File: src/inc/wso_defines.vh
// Notes on behaviour
// - Setting the WAN select control bit enters WAN operation; clearing returns to LAN.
// - A read-only status bit reports whether WAN operation is currently active.
// - Transmit and receive paths always share the single WAN setting.
// - Transmit takes PCS bytes and places them in the payload envelope.
// - Transmit builds overhead octets, scrambles the frame apart from the first-row framing, trace and growth octets and sends it to the PMA.
// - Receive finds frame boundaries in PMA data and descrambles before overhead work.
// - Receive examines overhead and detects framing loss and section parity errors.
// - Receive takes payload at the fixed pointer position and passes it to the PCS.
// - Transmitted framing octets come from a register, default F6 and 28, port reachable.
// - Section trace repeats a 1, 16 or 64 byte message; separate tx and rx stores.
// - Growth and orderwire octets come from one register, default CC and 00, port reachable.
// - User channel and three data channel octets come from registers, default 00.
// - Transmit port mask bit of one inverts that section parity bit; zero leaves it.
// - Receive port shows the bit positions of detected section parity errors.
// - Parity errors accumulate in a counter latched periodically into two readable words.
// - Register overhead values are sent unchanged every frame; per-frame changes use the port.
// - Every first-framing octet carries the first value, every second one the second value.
`ifndef WSO_DEFINES_VH
`define WSO_DEFINES_VH

// Register addresses
`define WSO_ADDR_CTRL      16'h0007
`define WSO_ADDR_STAT      16'hA101
`define WSO_ADDR_A1A2      16'hE600
`define WSO_ADDR_Z0E1      16'hE601
`define WSO_ADDR_F1D1      16'hE602
`define WSO_ADDR_D2D3      16'hE603
`define WSO_ADDR_TXLEN     16'hE604
`define WSO_ADDR_RXLEN     16'hE605
`define WSO_ADDR_TALLY_HI  16'hE606
`define WSO_ADDR_TALLY_LO  16'hE607
`define WSO_ADDR_IRQ_STAT  16'hE608
`define WSO_ADDR_IRQ_MASK  16'hE609
`define WSO_ADDR_TXMSG     16'hE640
`define WSO_ADDR_RXMSG     16'hE680
`define WSO_MSG_WORDS      6'h20

// Field positions
`define WSO_CTRL_WAN_BIT   0
`define WSO_STAT_WAN_BIT   3
`define WSO_STAT_SYNC_BIT  0

// Reset values
`define WSO_RST_A1A2       16'hF628
`define WSO_RST_Z0E1       16'hCC00
`define WSO_RST_F1D1       16'h0000
`define WSO_RST_D2D3       16'h0000
`define WSO_RST_LEN        2'h0

// Trace length codes
`define WSO_LEN_1          2'h0
`define WSO_LEN_16         2'h1

// Scrambler seed and framing
`define WSO_SCR_SEED       7'h7F
`define WSO_SYNC_EXIT      3'h4

// Overhead octet codes on the serial ports
`define WSO_OH_NONE        4'h0
`define WSO_OH_A1          4'h1
`define WSO_OH_A2          4'h2
`define WSO_OH_J0          4'h3
`define WSO_OH_Z0          4'h4
`define WSO_OH_B1          4'h5
`define WSO_OH_E1          4'h6
`define WSO_OH_F1          4'h7
`define WSO_OH_D1          4'h8
`define WSO_OH_D2          4'h9
`define WSO_OH_D3          4'hA

// Interrupt bits
`define WSO_IRQ_B1ERR      0
`define WSO_IRQ_SYNC       1
`define WSO_IRQ_LATCH      2

`endif

File: src/hw/wso_framer.v
// Added by the designer: the address-and-strobe port and the address map.
`timescale 1ns/1ns
`include "wso_defines.vh"

module wso_framer #(
  parameter N            = 192,
  parameter LATCH_FRAMES = 8000
) (
  input  wire        clock_i,
  input  wire        rst_n_i,
  input  wire [15:0] addr_i,
  input  wire [15:0] wr_data_i,
  input  wire        wr_stb_i,
  input  wire        rd_stb_i,
  output reg  [15:0] rd_data_o,
  output reg         irq_o,
  input  wire [7:0]  pcs_tx_data_i,
  input  wire        pcs_tx_valid_i,
  output reg         pcs_tx_ready_o,
  output reg  [7:0]  pma_tx_data_o,
  output reg         pma_tx_valid_o,
  input  wire [7:0]  pma_rx_data_i,
  input  wire        pma_rx_valid_i,
  output reg  [7:0]  pcs_rx_data_o,
  output reg         pcs_rx_valid_o,
  output reg  [3:0]  tx_osp_code_o,
  input  wire        tx_osp_en_i,
  input  wire [7:0]  tx_osp_byte_i,
  output reg  [3:0]  rx_osp_code_o,
  output reg  [7:0]  rx_osp_byte_o,
  output reg         rx_osp_valid_o
);

  // ==========================================================
  // Frame geometry
  localparam [14:0] C_N    = N;
  localparam [14:0] C_N2   = 2 * N;
  localparam [14:0] C_N3   = 3 * N;
  localparam [14:0] C_LAST = 90 * N - 1;
  localparam [3:0]  R_LAST = 4'h8;
  localparam [15:0] L_LAST = LATCH_FRAMES - 1;
  localparam        ST_HUNT = 1'b0;
  localparam        ST_SYNC = 1'b1;

  // Overhead octet code of a frame position
  function [3:0] oh_code;
    input [3:0]  row;
    input [14:0] col;
    begin
      oh_code = `WSO_OH_NONE;
      if (row == 4'h0) begin
        if (col < C_N)        oh_code = `WSO_OH_A1;
        else if (col < C_N2)  oh_code = `WSO_OH_A2;
        else if (col == C_N2) oh_code = `WSO_OH_J0;
        else if (col < C_N3)  oh_code = `WSO_OH_Z0;
      end else if (row == 4'h1) begin
        if (col == 15'h0000)  oh_code = `WSO_OH_B1;
        else if (col == C_N)  oh_code = `WSO_OH_E1;
        else if (col == C_N2) oh_code = `WSO_OH_F1;
      end else if (row == 4'h2) begin
        if (col == 15'h0000)  oh_code = `WSO_OH_D1;
        else if (col == C_N)  oh_code = `WSO_OH_D2;
        else if (col == C_N2) oh_code = `WSO_OH_D3;
      end
    end
  endfunction

  // One byte of x^7+x^6+1 keystream, returns {next state, mask}
  function [14:0] scr_step;
    input [6:0] st;
    reg   [6:0] s;
    reg   [7:0] m;
    integer     k;
    begin
      s = st;
      m = 8'h00;
      for (k = 7; k >= 0; k = k - 1) begin
        m[k] = s[6];
        s    = {s[5:0], s[6] ^ s[5]};
      end
      scr_step = {s, m};
    end
  endfunction

  // Trace message length in bytes minus one
  function [5:0] len_last;
    input [1:0] code;
    begin
      case (code)
        `WSO_LEN_1:  len_last = 6'h00;
        `WSO_LEN_16: len_last = 6'h0F;
        default:     len_last = 6'h3F;
      endcase
    end
  endfunction

  // ==========================================================
  // Registers
  reg        wan_sel;
  reg        wan_active;
  reg [15:0] a1a2, z0e1, f1d1, d2d3;
  reg [1:0]  tx_len, rx_len;
  reg [15:0] tally_hi, tally_lo;
  reg [2:0]  irq_stat, irq_mask;
  reg [7:0]  tx_msg [0:63];
  reg [7:0]  rx_msg [0:63];

  // Transmit state
  reg [3:0]  trow;
  reg [14:0] tcol;
  reg [6:0]  tscr;
  reg [7:0]  tbip, tb1;
  reg [5:0]  tj0;
  reg [15:0] lat_cnt;

  // Receive state
  reg        rstate;
  reg [2:0]  miss;
  reg [7:0]  rprev;
  reg [3:0]  rrow;
  reg [14:0] rcol;
  reg [6:0]  rscr;
  reg [7:0]  rbip, rb1;
  reg        rb1_ok;
  reg [5:0]  rj0;
  reg [31:0] tally;

  // ==========================================================
  // Transmit frame assembly
  reg  [3:0]  tcode;
  reg  [7:0]  tbyte, tout;
  reg  [14:0] next_tscr_m;
  reg  [6:0]  next_tscr;
  reg  [3:0]  next_trow;
  reg  [14:0] next_tcol;
  wire        tfr_end = (trow == R_LAST) && (tcol == C_LAST);
  wire        trow0   = (trow == 4'h0) && (tcol < C_N3);
  wire        tpay    = tcol > C_N3;

  always @* begin
    tcode = oh_code(trow, tcol);
    case (tcode)
      `WSO_OH_A1: tbyte = a1a2[15:8];
      `WSO_OH_A2: tbyte = a1a2[7:0];
      `WSO_OH_J0: tbyte = tx_msg[tj0];
      `WSO_OH_Z0: tbyte = z0e1[15:8];
      `WSO_OH_E1: tbyte = z0e1[7:0];
      `WSO_OH_F1: tbyte = f1d1[15:8];
      `WSO_OH_D1: tbyte = f1d1[7:0];
      `WSO_OH_D2: tbyte = d2d3[15:8];
      `WSO_OH_D3: tbyte = d2d3[7:0];
      `WSO_OH_B1: tbyte = tb1 ^ (tx_osp_en_i ? tx_osp_byte_i : 8'h00);
      default:    tbyte = (tpay && pcs_tx_valid_i) ? pcs_tx_data_i : 8'h00;
    endcase
    // Port override of a static octet, B1 only takes a mask
    if (tx_osp_en_i && tcode != `WSO_OH_NONE && tcode != `WSO_OH_B1)
      tbyte = tx_osp_byte_i;
    next_tscr_m = scr_step(tscr);
    tout        = trow0 ? tbyte : (tbyte ^ next_tscr_m[7:0]);
    next_tscr   = trow0 ? `WSO_SCR_SEED : next_tscr_m[14:8];
    next_trow   = trow;
    next_tcol   = tcol + 15'h0001;
    if (tcol == C_LAST) begin
      next_tcol = 15'h0000;
      next_trow = (trow == R_LAST) ? 4'h0 : trow + 4'h1;
    end
  end

  // Transmit pipeline and section parity
  always @(posedge clock_i) begin
    if (!rst_n_i) begin
      trow           <= 4'h0;
      tcol           <= 15'h0000;
      tscr           <= `WSO_SCR_SEED;
      tbip           <= 8'h00;
      tb1            <= 8'h00;
      tj0            <= 6'h00;
      pma_tx_data_o  <= 8'h00;
      pma_tx_valid_o <= 1'b0;
      pcs_tx_ready_o <= 1'b1;
      tx_osp_code_o  <= `WSO_OH_NONE;
    end else if (!wan_active) begin
      // LAN operation passes the PCS stream straight through
      trow           <= 4'h0;
      tcol           <= 15'h0000;
      tscr           <= `WSO_SCR_SEED;
      tbip           <= 8'h00;
      pma_tx_data_o  <= pcs_tx_data_i;
      pma_tx_valid_o <= pcs_tx_valid_i;
      pcs_tx_ready_o <= !wan_sel;
      tx_osp_code_o  <= wan_sel ? `WSO_OH_A1 : `WSO_OH_NONE;
    end else begin
      trow           <= next_trow;
      tcol           <= next_tcol;
      tscr           <= next_tscr;
      pma_tx_data_o  <= tout;
      pma_tx_valid_o <= 1'b1;
      // A pending return to LAN makes the next cycle a pass-through one
      pcs_tx_ready_o <= !wan_sel || next_tcol > C_N3;
      tx_osp_code_o  <= wan_sel ? oh_code(next_trow, next_tcol) : `WSO_OH_NONE;
      if (tfr_end) begin
        tb1  <= tbip ^ tout;
        tbip <= 8'h00;
        tj0  <= (tj0 >= len_last(tx_len)) ? 6'h00 : tj0 + 6'h01;
      end else begin
        tbip <= tbip ^ tout;
      end
    end
  end

  // ==========================================================
  // Receive framing, descrambling and overhead
  reg  [3:0]  rcode;
  reg  [14:0] next_rscr_m;
  reg  [7:0]  rdesc, rerr;
  reg  [3:0]  rpop;
  reg  [3:0]  next_rrow;
  reg  [14:0] next_rcol;
  integer     b;
  wire        rfr_end = (rrow == R_LAST) && (rcol == C_LAST);
  wire        rrow0   = (rrow == 4'h0) && (rcol < C_N3);
  wire        rlive   = wan_active && pma_rx_valid_i && rstate == ST_SYNC;
  wire        rhit    = (rprev == a1a2[15:8]) && (pma_rx_data_i == a1a2[7:0]);

  always @* begin
    rcode       = oh_code(rrow, rcol);
    next_rscr_m = scr_step(rscr);
    rdesc       = rrow0 ? pma_rx_data_i : (pma_rx_data_i ^ next_rscr_m[7:0]);
    rerr        = (rcode == `WSO_OH_B1 && rb1_ok) ? (rdesc ^ rb1) : 8'h00;
    rpop        = 4'h0;
    for (b = 0; b < 8; b = b + 1)
      rpop = rpop + {3'h0, rerr[b]};
    next_rrow = rrow;
    next_rcol = rcol + 15'h0001;
    if (rcol == C_LAST) begin
      next_rcol = 15'h0000;
      next_rrow = (rrow == R_LAST) ? 4'h0 : rrow + 4'h1;
    end
  end

  wire        sync_lost = rlive && rrow == 4'h0 && rcol == C_N && !rhit
                          && miss == (`WSO_SYNC_EXIT - 3'h1);
  wire        sync_got  = wan_active && pma_rx_valid_i && rstate == ST_HUNT && rhit;
  wire [15:0] next_lat  = (wan_active && tfr_end) ?
                          ((lat_cnt == L_LAST) ? 16'h0000 : lat_cnt + 16'h0001) : lat_cnt;
  wire        latch_now = wan_active && tfr_end && lat_cnt == L_LAST;
  wire [31:0] next_tally = tally + {28'h0000000, rpop};

  always @(posedge clock_i) begin
    if (!rst_n_i) begin
      rstate         <= ST_HUNT;
      miss           <= 3'h0;
      rprev          <= 8'h00;
      rrow           <= 4'h0;
      rcol           <= 15'h0000;
      rscr           <= `WSO_SCR_SEED;
      rbip           <= 8'h00;
      rb1            <= 8'h00;
      rb1_ok         <= 1'b0;
      rj0            <= 6'h00;
      pcs_rx_data_o  <= 8'h00;
      pcs_rx_valid_o <= 1'b0;
      rx_osp_code_o  <= `WSO_OH_NONE;
      rx_osp_byte_o  <= 8'h00;
      rx_osp_valid_o <= 1'b0;
    end else if (!wan_active) begin
      rstate         <= ST_HUNT;
      rb1_ok         <= 1'b0;
      pcs_rx_data_o  <= pma_rx_data_i;
      pcs_rx_valid_o <= pma_rx_valid_i;
      rx_osp_valid_o <= 1'b0;
    end else begin
      pcs_rx_valid_o <= 1'b0;
      rx_osp_valid_o <= 1'b0;
      if (pma_rx_valid_i)
        rprev <= pma_rx_data_i;
      if (sync_got) begin
        // First second-framing octet found, next byte follows it
        rstate <= ST_SYNC;
        miss   <= 3'h0;
        rrow   <= 4'h0;
        rcol   <= C_N + 15'h0001;
        rscr   <= `WSO_SCR_SEED;
        rbip   <= pma_rx_data_i;
        rb1_ok <= 1'b0;
      end else if (rlive) begin
        rrow <= next_rrow;
        rcol <= next_rcol;
        rscr <= rrow0 ? `WSO_SCR_SEED : next_rscr_m[14:8];
        if (rrow == 4'h0 && rcol == C_N) begin
          if (sync_lost)
            rstate <= ST_HUNT;
          miss <= rhit ? 3'h0 : miss + 3'h1;
        end
        if (rfr_end) begin
          rb1    <= rbip ^ pma_rx_data_i;
          rbip   <= 8'h00;
          rb1_ok <= 1'b1;
          rj0    <= (rj0 >= len_last(rx_len)) ? 6'h00 : rj0 + 6'h01;
        end else begin
          rbip <= rbip ^ pma_rx_data_i;
        end
        pcs_rx_data_o  <= rdesc;
        pcs_rx_valid_o <= rcol > C_N3;
        rx_osp_code_o  <= rcode;
        rx_osp_byte_o  <= (rcode == `WSO_OH_B1) ? rerr : rdesc;
        rx_osp_valid_o <= rcode != `WSO_OH_NONE;
      end
    end
  end

  // Received trace bytes land in the receive message store
  always @(posedge clock_i) begin
    if (rlive && rcode == `WSO_OH_J0)
      rx_msg[rj0] <= rdesc;
  end

  // ==========================================================
  // Parity error tally and periodic latch
  always @(posedge clock_i) begin
    if (!rst_n_i) begin
      tally    <= 32'h00000000;
      lat_cnt  <= 16'h0000;
      tally_hi <= 16'h0000;
      tally_lo <= 16'h0000;
    end else begin
      lat_cnt <= next_lat;
      if (latch_now) begin
        tally_hi <= next_tally[31:16];
        tally_lo <= next_tally[15:0];
        tally    <= 32'h00000000;
      end else if (rlive) begin
        tally <= next_tally;
      end
    end
  end

  // ==========================================================
  // Register writes, interrupt status and mode
  wire [2:0] irq_evt = {latch_now, sync_got | sync_lost, rlive && rerr != 8'h00};
  wire       wr_ctl  = wr_stb_i;
  wire [2:0] irq_clr = (wr_ctl && addr_i == `WSO_ADDR_IRQ_STAT) ? wr_data_i[2:0] : 3'h0;
  wire [2:0] next_irq_stat = (irq_stat & ~irq_clr) | irq_evt;

  always @(posedge clock_i) begin
    if (!rst_n_i) begin
      wan_sel    <= 1'b0;
      wan_active <= 1'b0;
      a1a2       <= `WSO_RST_A1A2;
      z0e1       <= `WSO_RST_Z0E1;
      f1d1       <= `WSO_RST_F1D1;
      d2d3       <= `WSO_RST_D2D3;
      tx_len     <= `WSO_RST_LEN;
      rx_len     <= `WSO_RST_LEN;
      irq_stat   <= 3'h0;
      irq_mask   <= 3'h0;
      irq_o      <= 1'b0;
    end else begin
      wan_active <= wan_sel;
      irq_stat   <= next_irq_stat;                               // set wins over clear
      irq_o      <= |(next_irq_stat & irq_mask);
      if (wr_ctl) begin
        case (addr_i)
          `WSO_ADDR_CTRL:     wan_sel  <= wr_data_i[`WSO_CTRL_WAN_BIT];
          `WSO_ADDR_A1A2:     a1a2     <= wr_data_i;
          `WSO_ADDR_Z0E1:     z0e1     <= wr_data_i;
          `WSO_ADDR_F1D1:     f1d1     <= wr_data_i;
          `WSO_ADDR_D2D3:     d2d3     <= wr_data_i;
          `WSO_ADDR_TXLEN:    tx_len   <= wr_data_i[1:0];
          `WSO_ADDR_RXLEN:    rx_len   <= wr_data_i[1:0];
          `WSO_ADDR_IRQ_MASK: irq_mask <= wr_data_i[2:0];
          default: ;
        endcase
      end
    end
  end

  // Transmit trace store, two bytes per word
  wire       tmsg_hit = addr_i[15:5] == `WSO_ADDR_TXMSG >> 5;
  wire       rmsg_hit = addr_i[15:5] == `WSO_ADDR_RXMSG >> 5;
  wire [5:0] msg_lo   = {addr_i[4:0], 1'b0};
  wire [5:0] msg_hi   = {addr_i[4:0], 1'b1};

  always @(posedge clock_i) begin
    if (wr_ctl && tmsg_hit) begin
      tx_msg[msg_lo] <= wr_data_i[7:0];
      tx_msg[msg_hi] <= wr_data_i[15:8];
    end
  end

  // ==========================================================
  // Register reads, data one cycle after the strobe
  reg [15:0] rd_val;

  always @* begin
    rd_val = 16'h0000;
    case (addr_i)
      `WSO_ADDR_CTRL:     rd_val = {15'h0000, wan_sel};
      `WSO_ADDR_STAT:     rd_val = {12'h000, wan_active, 2'h0, rstate};
      `WSO_ADDR_A1A2:     rd_val = a1a2;
      `WSO_ADDR_Z0E1:     rd_val = z0e1;
      `WSO_ADDR_F1D1:     rd_val = f1d1;
      `WSO_ADDR_D2D3:     rd_val = d2d3;
      `WSO_ADDR_TXLEN:    rd_val = {14'h0000, tx_len};
      `WSO_ADDR_RXLEN:    rd_val = {14'h0000, rx_len};
      `WSO_ADDR_TALLY_HI: rd_val = tally_hi;
      `WSO_ADDR_TALLY_LO: rd_val = tally_lo;
      `WSO_ADDR_IRQ_STAT: rd_val = {13'h0000, irq_stat};
      `WSO_ADDR_IRQ_MASK: rd_val = {13'h0000, irq_mask};
      default: begin
        if (tmsg_hit)
          rd_val = {tx_msg[msg_hi], tx_msg[msg_lo]};
        else if (rmsg_hit)
          rd_val = {rx_msg[msg_hi], rx_msg[msg_lo]};
      end
    endcase
  end

  always @(posedge clock_i) begin
    if (!rst_n_i)
      rd_data_o <= 16'h0000;
    else if (rd_stb_i)
      rd_data_o <= rd_val;
  end

endmodule // wso_framer

File: config.mk
export PLATFORM = sky130hd
export DESIGN_NAME = wso_framer
export DESIGN_NICKNAME = d
export VERILOG_FILES = /design/src/hw/wso_framer.v
export VERILOG_INCLUDE_DIRS = /design/src /design/src/inc
export SDC_FILE = /design/constraint.sdc
export NUM_CORES = 2
export LEC_CHECK = 0
export BUFFER_PORTS_ARGS = -buffer_cell sky130_fd_sc_hd__buf_2
export CORE_ASPECT_RATIO = 1.1
export CORE_MARGIN = 2
export CORE_UTILIZATION = 60
export DETAILED_ROUTE_END_ITERATION = 12
export PLACE_DENSITY = 0.77
export RECOVER_POWER = 100
export SLEW_MARGIN = 20
export SYNTH_ARGS = -nofsm -noshare
export SYNTH_HDL_FRONTEND = slang
export SYNTH_SLANG_ARGS = --single-unit
File: constraint.sdc
create_clock -name clock_i -period 13.8 [get_ports clock_i]
set_clock_uncertainty 0.2 [all_clocks]
set_input_delay 0.69 -clock clock_i [delete_from_list [all_inputs] [get_ports clock_i]]
set_output_delay 0.69 -clock clock_i [all_outputs]
set_load 0.1 [all_outputs]
Word level (Yosys, flattened, before mapping) --
Memory sizes are Yosys's and may differ from the RTL's. A register that Yosys moved wholly into a read port is not among the register bits. Index checks and enable logic that the tools add are counted.
Word-level totals: flip-flop bits (word level) 318, bits in writable memories 1024, bits of input ports 63, logic and storage cells 329, memories 2
Memory list:
- rx_msg | words 64, bits a word 8, read ports 2, clocked after memory_dff 0, wr ports 1, RTL line wso_framer.v:106 | reg [7:0] rx_msg [0:63];
- tx_msg | words 64, bits a word 8, read ports 3, clocked after memory_dff 1, wr ports 2, RTL line wso_framer.v:105 | reg [7:0] tx_msg [0:63];
Operators by class: add/sub/neg operators 16, magnitude comparators 14, equal/unequal tests 51, muxes and demuxes 106, bitwise gates (word level) 32, reductions and logical operators 67
Operators by type and width (number):
- 16-bit case mux with 12 select lines | 1
- 16-bit == test, second input constant | 11
- 8-bit 2-to-1 mux | 14
- 4-bit 2-to-1 mux | 26
- 8-bit case mux with 10 select lines | 1
- 3-bit 2-to-1 mux | 26
- 6-bit 2-to-1 mux | 12
- 15-bit 2-to-1 mux | 4
- 16-bit 2-to-1 mux | 3
- 8-bit XOR | 6
- 15-bit by 8-bit == test with 1-bit output, second input constant | 3
- 15-bit by 9-bit == test with 1-bit output, second input constant | 3
- 15-bit by 10-bit > comparator with 1-bit output, second input constant | 3
- 15-bit zero test | 3
- 15-bit by 10-bit less-than comparator with 1-bit output, second input constant | 3
- 15-bit by 8-bit less-than comparator with 1-bit output, second input constant | 3
- 15-bit by 9-bit less-than comparator with 1-bit output, second input constant | 3
- 32-bit by 4-bit adder with 32-bit output | 1
- 15-bit by 1-bit adder with 15-bit output, second input constant | 2
- 15-bit == test, second input constant | 2
- 2-bit AND reduction | 14
- 4-bit by 2-bit == test with 1-bit output, second input constant | 6
- 1-bit logical AND | 24
- 6-bit case mux with 2 select lines | 2
- other kinds (41) | 110

Longest topological paths before layout --
depth in word-level cells 18, mapped depth 28, gate-level depth less buffers 27

Worst setup path after synthesis --
No wires, ideal clock.
kind reg2reg, start register rcol[10], end register tally_hi[14], library setup time 0.091 ns, arrival time 6.503 ns, data required time 13.509 ns, path slack 7.006 ns, cell stages (with the launch flop) 27, buffers on the path 2, cell sequence dfxtp_1 -> or4_1 -> clkbuf_1 -> or3_4 -> nor4_2 -> a31oi_1 -> o32a_1 -> and3_1 -> buf_4 -> nand2_2 -> nor2_1 -> fa_1 -> inv_1 -> fa_1 -> inv_1 -> fa_1 -> fa_1 -> fa_1 -> a21o_1 -> a21oi_1 -> or4_1 -> nor2_1 -> nand3_1 -> nor2_1 -> nand3_1 -> or3_1 -> a311oi_1
On the way: longest elaborated chain between the ends 18, elaborated cells between the ends (all ways) 33
Ends and longest elaborated chain:
- start: declaration | RTL line wso_framer.v:121 | reg [14:0] rcol;
- start signal: assignment | RTL line wso_framer.v:282 | rcol <= C_N + 15'h0001;
- start signal: assignment | RTL line wso_framer.v:288 | rcol <= next_rcol;
- branches (longest 9 deep; another with 15-bit by 10-bit less-than comparator with 1-bit output)
- 8-bit 2-to-1 mux * | RTL line wso_framer.v:229 | rerr = (rcode == `WSO_OH_B1 && rb1_ok) ? (rdesc ^ rb1) : 8'h00;
- 1-bit by 1-bit adder with 2-bit output | RTL line wso_framer.v:232 | rpop = rpop + {3'h0, rerr[b]};
- 2-bit by 1-bit adder with 3-bit output | RTL line wso_framer.v:232
- 3-bit by 1-bit adder with 4-bit output | RTL line wso_framer.v:232
- 4-bit by 1-bit adder with 4-bit output (3 in a row) | RTL line wso_framer.v:232
- 4-bit by 1-bit adder with 4-bit output * | RTL line wso_framer.v:232
- 32-bit by 4-bit adder with 32-bit output * | RTL line wso_framer.v:247 | wire [31:0] next_tally = tally + {28'h0000000, rpop};
- end signal: assignment | RTL line wso_framer.v:329 | tally_hi <= next_tally[31:16];
- end: declaration | RTL line wso_framer.v:103 | reg [15:0] tally_hi, tally_lo;
Every way passes the cells marked *. A chain may end at the register's enable or synchronous reset.

Worst setup path in the final report --
start input addr_i[0], end register d2d3[1]
On the way: longest elaborated chain between the ends 2
Ends and longest elaborated chain:
- start: declaration | RTL line wso_framer.v:11 | input wire [15:0] addr_i,
- 16-bit == test | RTL line wso_framer.v:363 | case (addr_i)
- 2-bit AND reduction (no line)
- end signal: assignment | RTL line wso_framer.v:352 | d2d3 <= `WSO_RST_D2D3;
- end signal: assignment | RTL line wso_framer.v:368 | `WSO_ADDR_D2D3: d2d3 <= wr_data_i;
- end: declaration | RTL line wso_framer.v:101 | reg [15:0] a1a2, z0e1, f1d1, d2d3;
Every way passes these cells.

==> key figures <==
Floorplan
  – Die W: 309 um
  – Die Height: 339 um
  – I/O pin cnt: 116
  – Initial core utilization: between 60% and 70%
  – Site Rows: roughly 120
  – Total die area: between 100000 and 150000 sq um
  – Core area: 101000 sq um

Flow run
  – Max_cap viols: 52

Status
  – Status: complete, but fails checks
  – Violated checks: capacitance limit, slew limit

Detailed routing
  – M1 WL: slightly above 60000 um
  – Top Layer Used: met5
  – Met2 WL: 80500 um
  – Vias: 39893
  – DRT iter0 DRCs: 5722
  – Drt wl/cell: 29.6 um
  – Via density per instance: 6.96
  – Drt drc: 0
  – Met3 wire len: 18200 um
  – Routed Wire Length: 170000 um
  – Final ANT Viol Nets: 0
  – Drt first pass iters: 8

Cells and area
  – FF/Latch Area: 37200 sq um
  – Nets@finish: 4356
  – Ratio of cells with drive above 1 in the final layout: 17.8%
  – Util after Layout: 66.4%
  – Filler cells: 6814
  – Largest regs: rx_msg: 512 flops, tx_msg: 512 flops, tally: 32 flops
  – Area occupied by multi-input gates: 22500 sq um
  – Area delta synth->final: 9.43%

Setup path
  – Cells on worst reg2reg path: 25
  – Cell mode on critical path: nand2_1
  – Slowest-stage cell, CP: clkbuf_1
  – CP max FO: 121
  – Crit path max-delay family: buffers and inverters
  – Req. time, crit path: 14100 ps
  – Worst r2r src: rcol[10]
  – Crit path arrival time: 9250 ps
  – Crit path buf inv count: 5
  – Critical path type: in -> reg
  – Startpoint types: primary input
  – Setup crit end kind: flip-flop
  – FF-to-FF setup slack: 5970 ps
  – CP Cell Sequence: clkbuf_1 -> buf_12 -> buf_4 -> buf_4 -> nand2_1 -> nor4_2 -> clkbuf_1 -> nand2_1 -> nand2_1 -> a21oi_1
  – Worst Setup SP: addr_i[0]
  – CP peak stage delay: 3560 ps
  – Reg2reg end: tally[30]

Place
  – Detail Placement HPWL: around 100000 um
  – Routability congestion estimate: 0.962
  – Port bufs: 115

STA
  – Min cycle time layout: around 9000 ps
  – Hold Slack: 37.7 ps
  – Setup Viol. Count Final: 0
  – Tcrit/Tclk final: 64.9%
  – RSZ-0062 raised after global routing: no
  – F_max: between 100 and 150 MHz
  – Relative slew slack: -247%
  – Final hold vios: 0
  – Final TNS setup: 0 ps
  – Final Max Tran Viols: 1847
  – Worst-Margin Slew: a little over 5000 ps

Yosys
  – Top FF cell, synth: edfxtp_1
  – Post-synth EDFFs: 1024
  – Cells after Synth: ~4200
  – Syn avg cell area: 14.5 sq um
  – Adder-Cell Fraction of Synth Area: 0.879%
  – XOR/XNOR Fraction of Synth Area: 2.67%
  – #FFs+latches synth: 1348
  – Mux cell area share after synthesis: about 18%
  – Largest family of logic cells by synthesized area: multiplexers
  – Asr flop ratio synth: 0%
  – Sequential area share after synthesis: 60.8%
  – Synth Cell Area: slightly above 60000 sq um
  – Synth warn: 0
  – Post-synth cell types: 110
  – Net Count, Synth: 4318
  – Synth Area in Compound Gates: 6.70%
  – Simple-gate area share of the yosys netlist: 8.78%

Hold path
  – Worst hold path type: in -> reg
  – Hold Crit Start: pcs_tx_data_i[1]
  – WHS Endpoint: pma_tx_data_o[1]
  – Hold Path Depth: 3

Clock tree
  – Root Driver: clkbuf_16
  – CTS Buf Count: 132
  – Clock Pin Slew Worst Setup and Hold Paths: approximately 60 ps
  – Post-CTS resize count: 0
  – # hold bufs at CTS: 3
  – CTS tree: built
  – Clk_lat worst skew: 770 ps
  – CTS H-tree depth: 4
  – # clock sinks: 1348
  – Clock buffer depth: 3
  – Post-CTS Setup Inserts: 0

GRT
  – Overall Global Routing Usage: 32.5%
  – GRT Residual Overflow: 0
  – First-pass GRT wire length: approximately 250000 um
  – Pin count of the biggest net entering global routing: 131
  – Vias in the first global route: 38565
  – Antenna violations before repair: 8

Pwr
  – VDD IR max: 127 uV
  – Leakage dissipation: 20.9 nW
  – Power per Cell Area: 126 nW/um^2
-- synth_stat cells (40+ instances only) --
cell	count	share of area [%]
nand4_1	40	0.41
buf_1	43	0.26
nor2_1	372	2.3
inv_1	48	0.29
a22oi_1	41	0.50
xnor2_1	91	1.3
nand2_1	353	2.2
nand3_1	124	1.0
xor2_1	69	0.99
clkbuf_1	178	1.1
o21ai_0	108	0.88
mux4_2	420	15
dfxtp_1	324	11
a21oi_1	161	1.3
mux2i_1	126	2.1
edfxtp_1	1024	50
a211oi_1	67	0.82
nor3_1	55	0.45
-- where the power goes --
| part | internal, mW | switching, mW |
|---|---|---|
| sequential | 4.37 | 0.00434 |
| clock | 2.09 | 1.60 |
| combinational | 0.132 | 0.267 |
-- tightest hold or removal path: stages --
cell and delay (ps):
buf_2 120, nor2_1 90, nor3_1 50
-- cells in the final DEF (no fill, tap or decap), drive strengths merged, types with 43 or more instances in the layout --
cell    instances
edfxtp       1024
mux4          420
nor2          373
nand2         357
dfxtp         324
clkbuf        270
a21oi         164
mux2i         126
nand3         126
o21ai         119
xnor2          91
buf            81
xor2           77
a211oi         67
nor3           58
inv            47
clkinv         44
a22oi          43
-- area by class of cell --
class                           instances  area share [%]
Sequential cell                      1348            55.6
Multi-Input combinational cell       2536            33.6
Clock buffer                          168            5.30
Tap cell                             1364            2.55
Timing Repair Buffer                  186            1.41
Clock inverter                         73            1.27
Inverter                               49           0.291
Antenna cell                            5          0.0187
-- layer usage --
layer / up-vias / global-route usage [%]
met4: 6 / 16.9
met5: - / 0
li1: 16561 / -
met2: 2795 / 50.7
met1: 20029 / 43.5
met3: 502 / 6.51
-- worst max-delay path by stage --
| stage | endpoint | slack, ps | cells after the start |
|---|---|---|---|
| after global routing | d2d3[1] | 3610 | 10 |
| after floorplan | tally_hi[14] | 7010 | 26 |
| after detailed placement | tally_hi[14] | 6340 | 24 |
| final | d2d3[1] | 4850 | 10 |
| after global placement | tally_hi[14] | 6380 | 24 |
| after CTS | tally_hi[14] | 6270 | 24 |
-- metrics by stage --
stage,power (mW),instance area [sq um],std cells,setup WS [ps]
final,8.46,67000,5729,4850
after global routing,8.65,67000,5727,3610
after CTS,8.47,67400,5724,6270
after detailed placement,4.84,63000,5480,6340
after global placement,4.84,63000,5480,6380
after floorplan,4.70,61200,4215,7010
-- logic make-up (layout without fill, tap and decap cells) --
| logic type | Yosys count | in the layout |
|---|---|---|
| simple gates | 1153 | 1153 |
| mux | 565 | 565 |
| flops | 1348 | 1348 |
| compound gates | 606 | 606 |
| xor+xnor | 172 | 172 |
| other cells | 0 | 5 |
| buf+inv | 331 | 476 |
| fa+ha+maj | 40 | 40 |
Note: power is estimated with default switching activity, not from simulation.
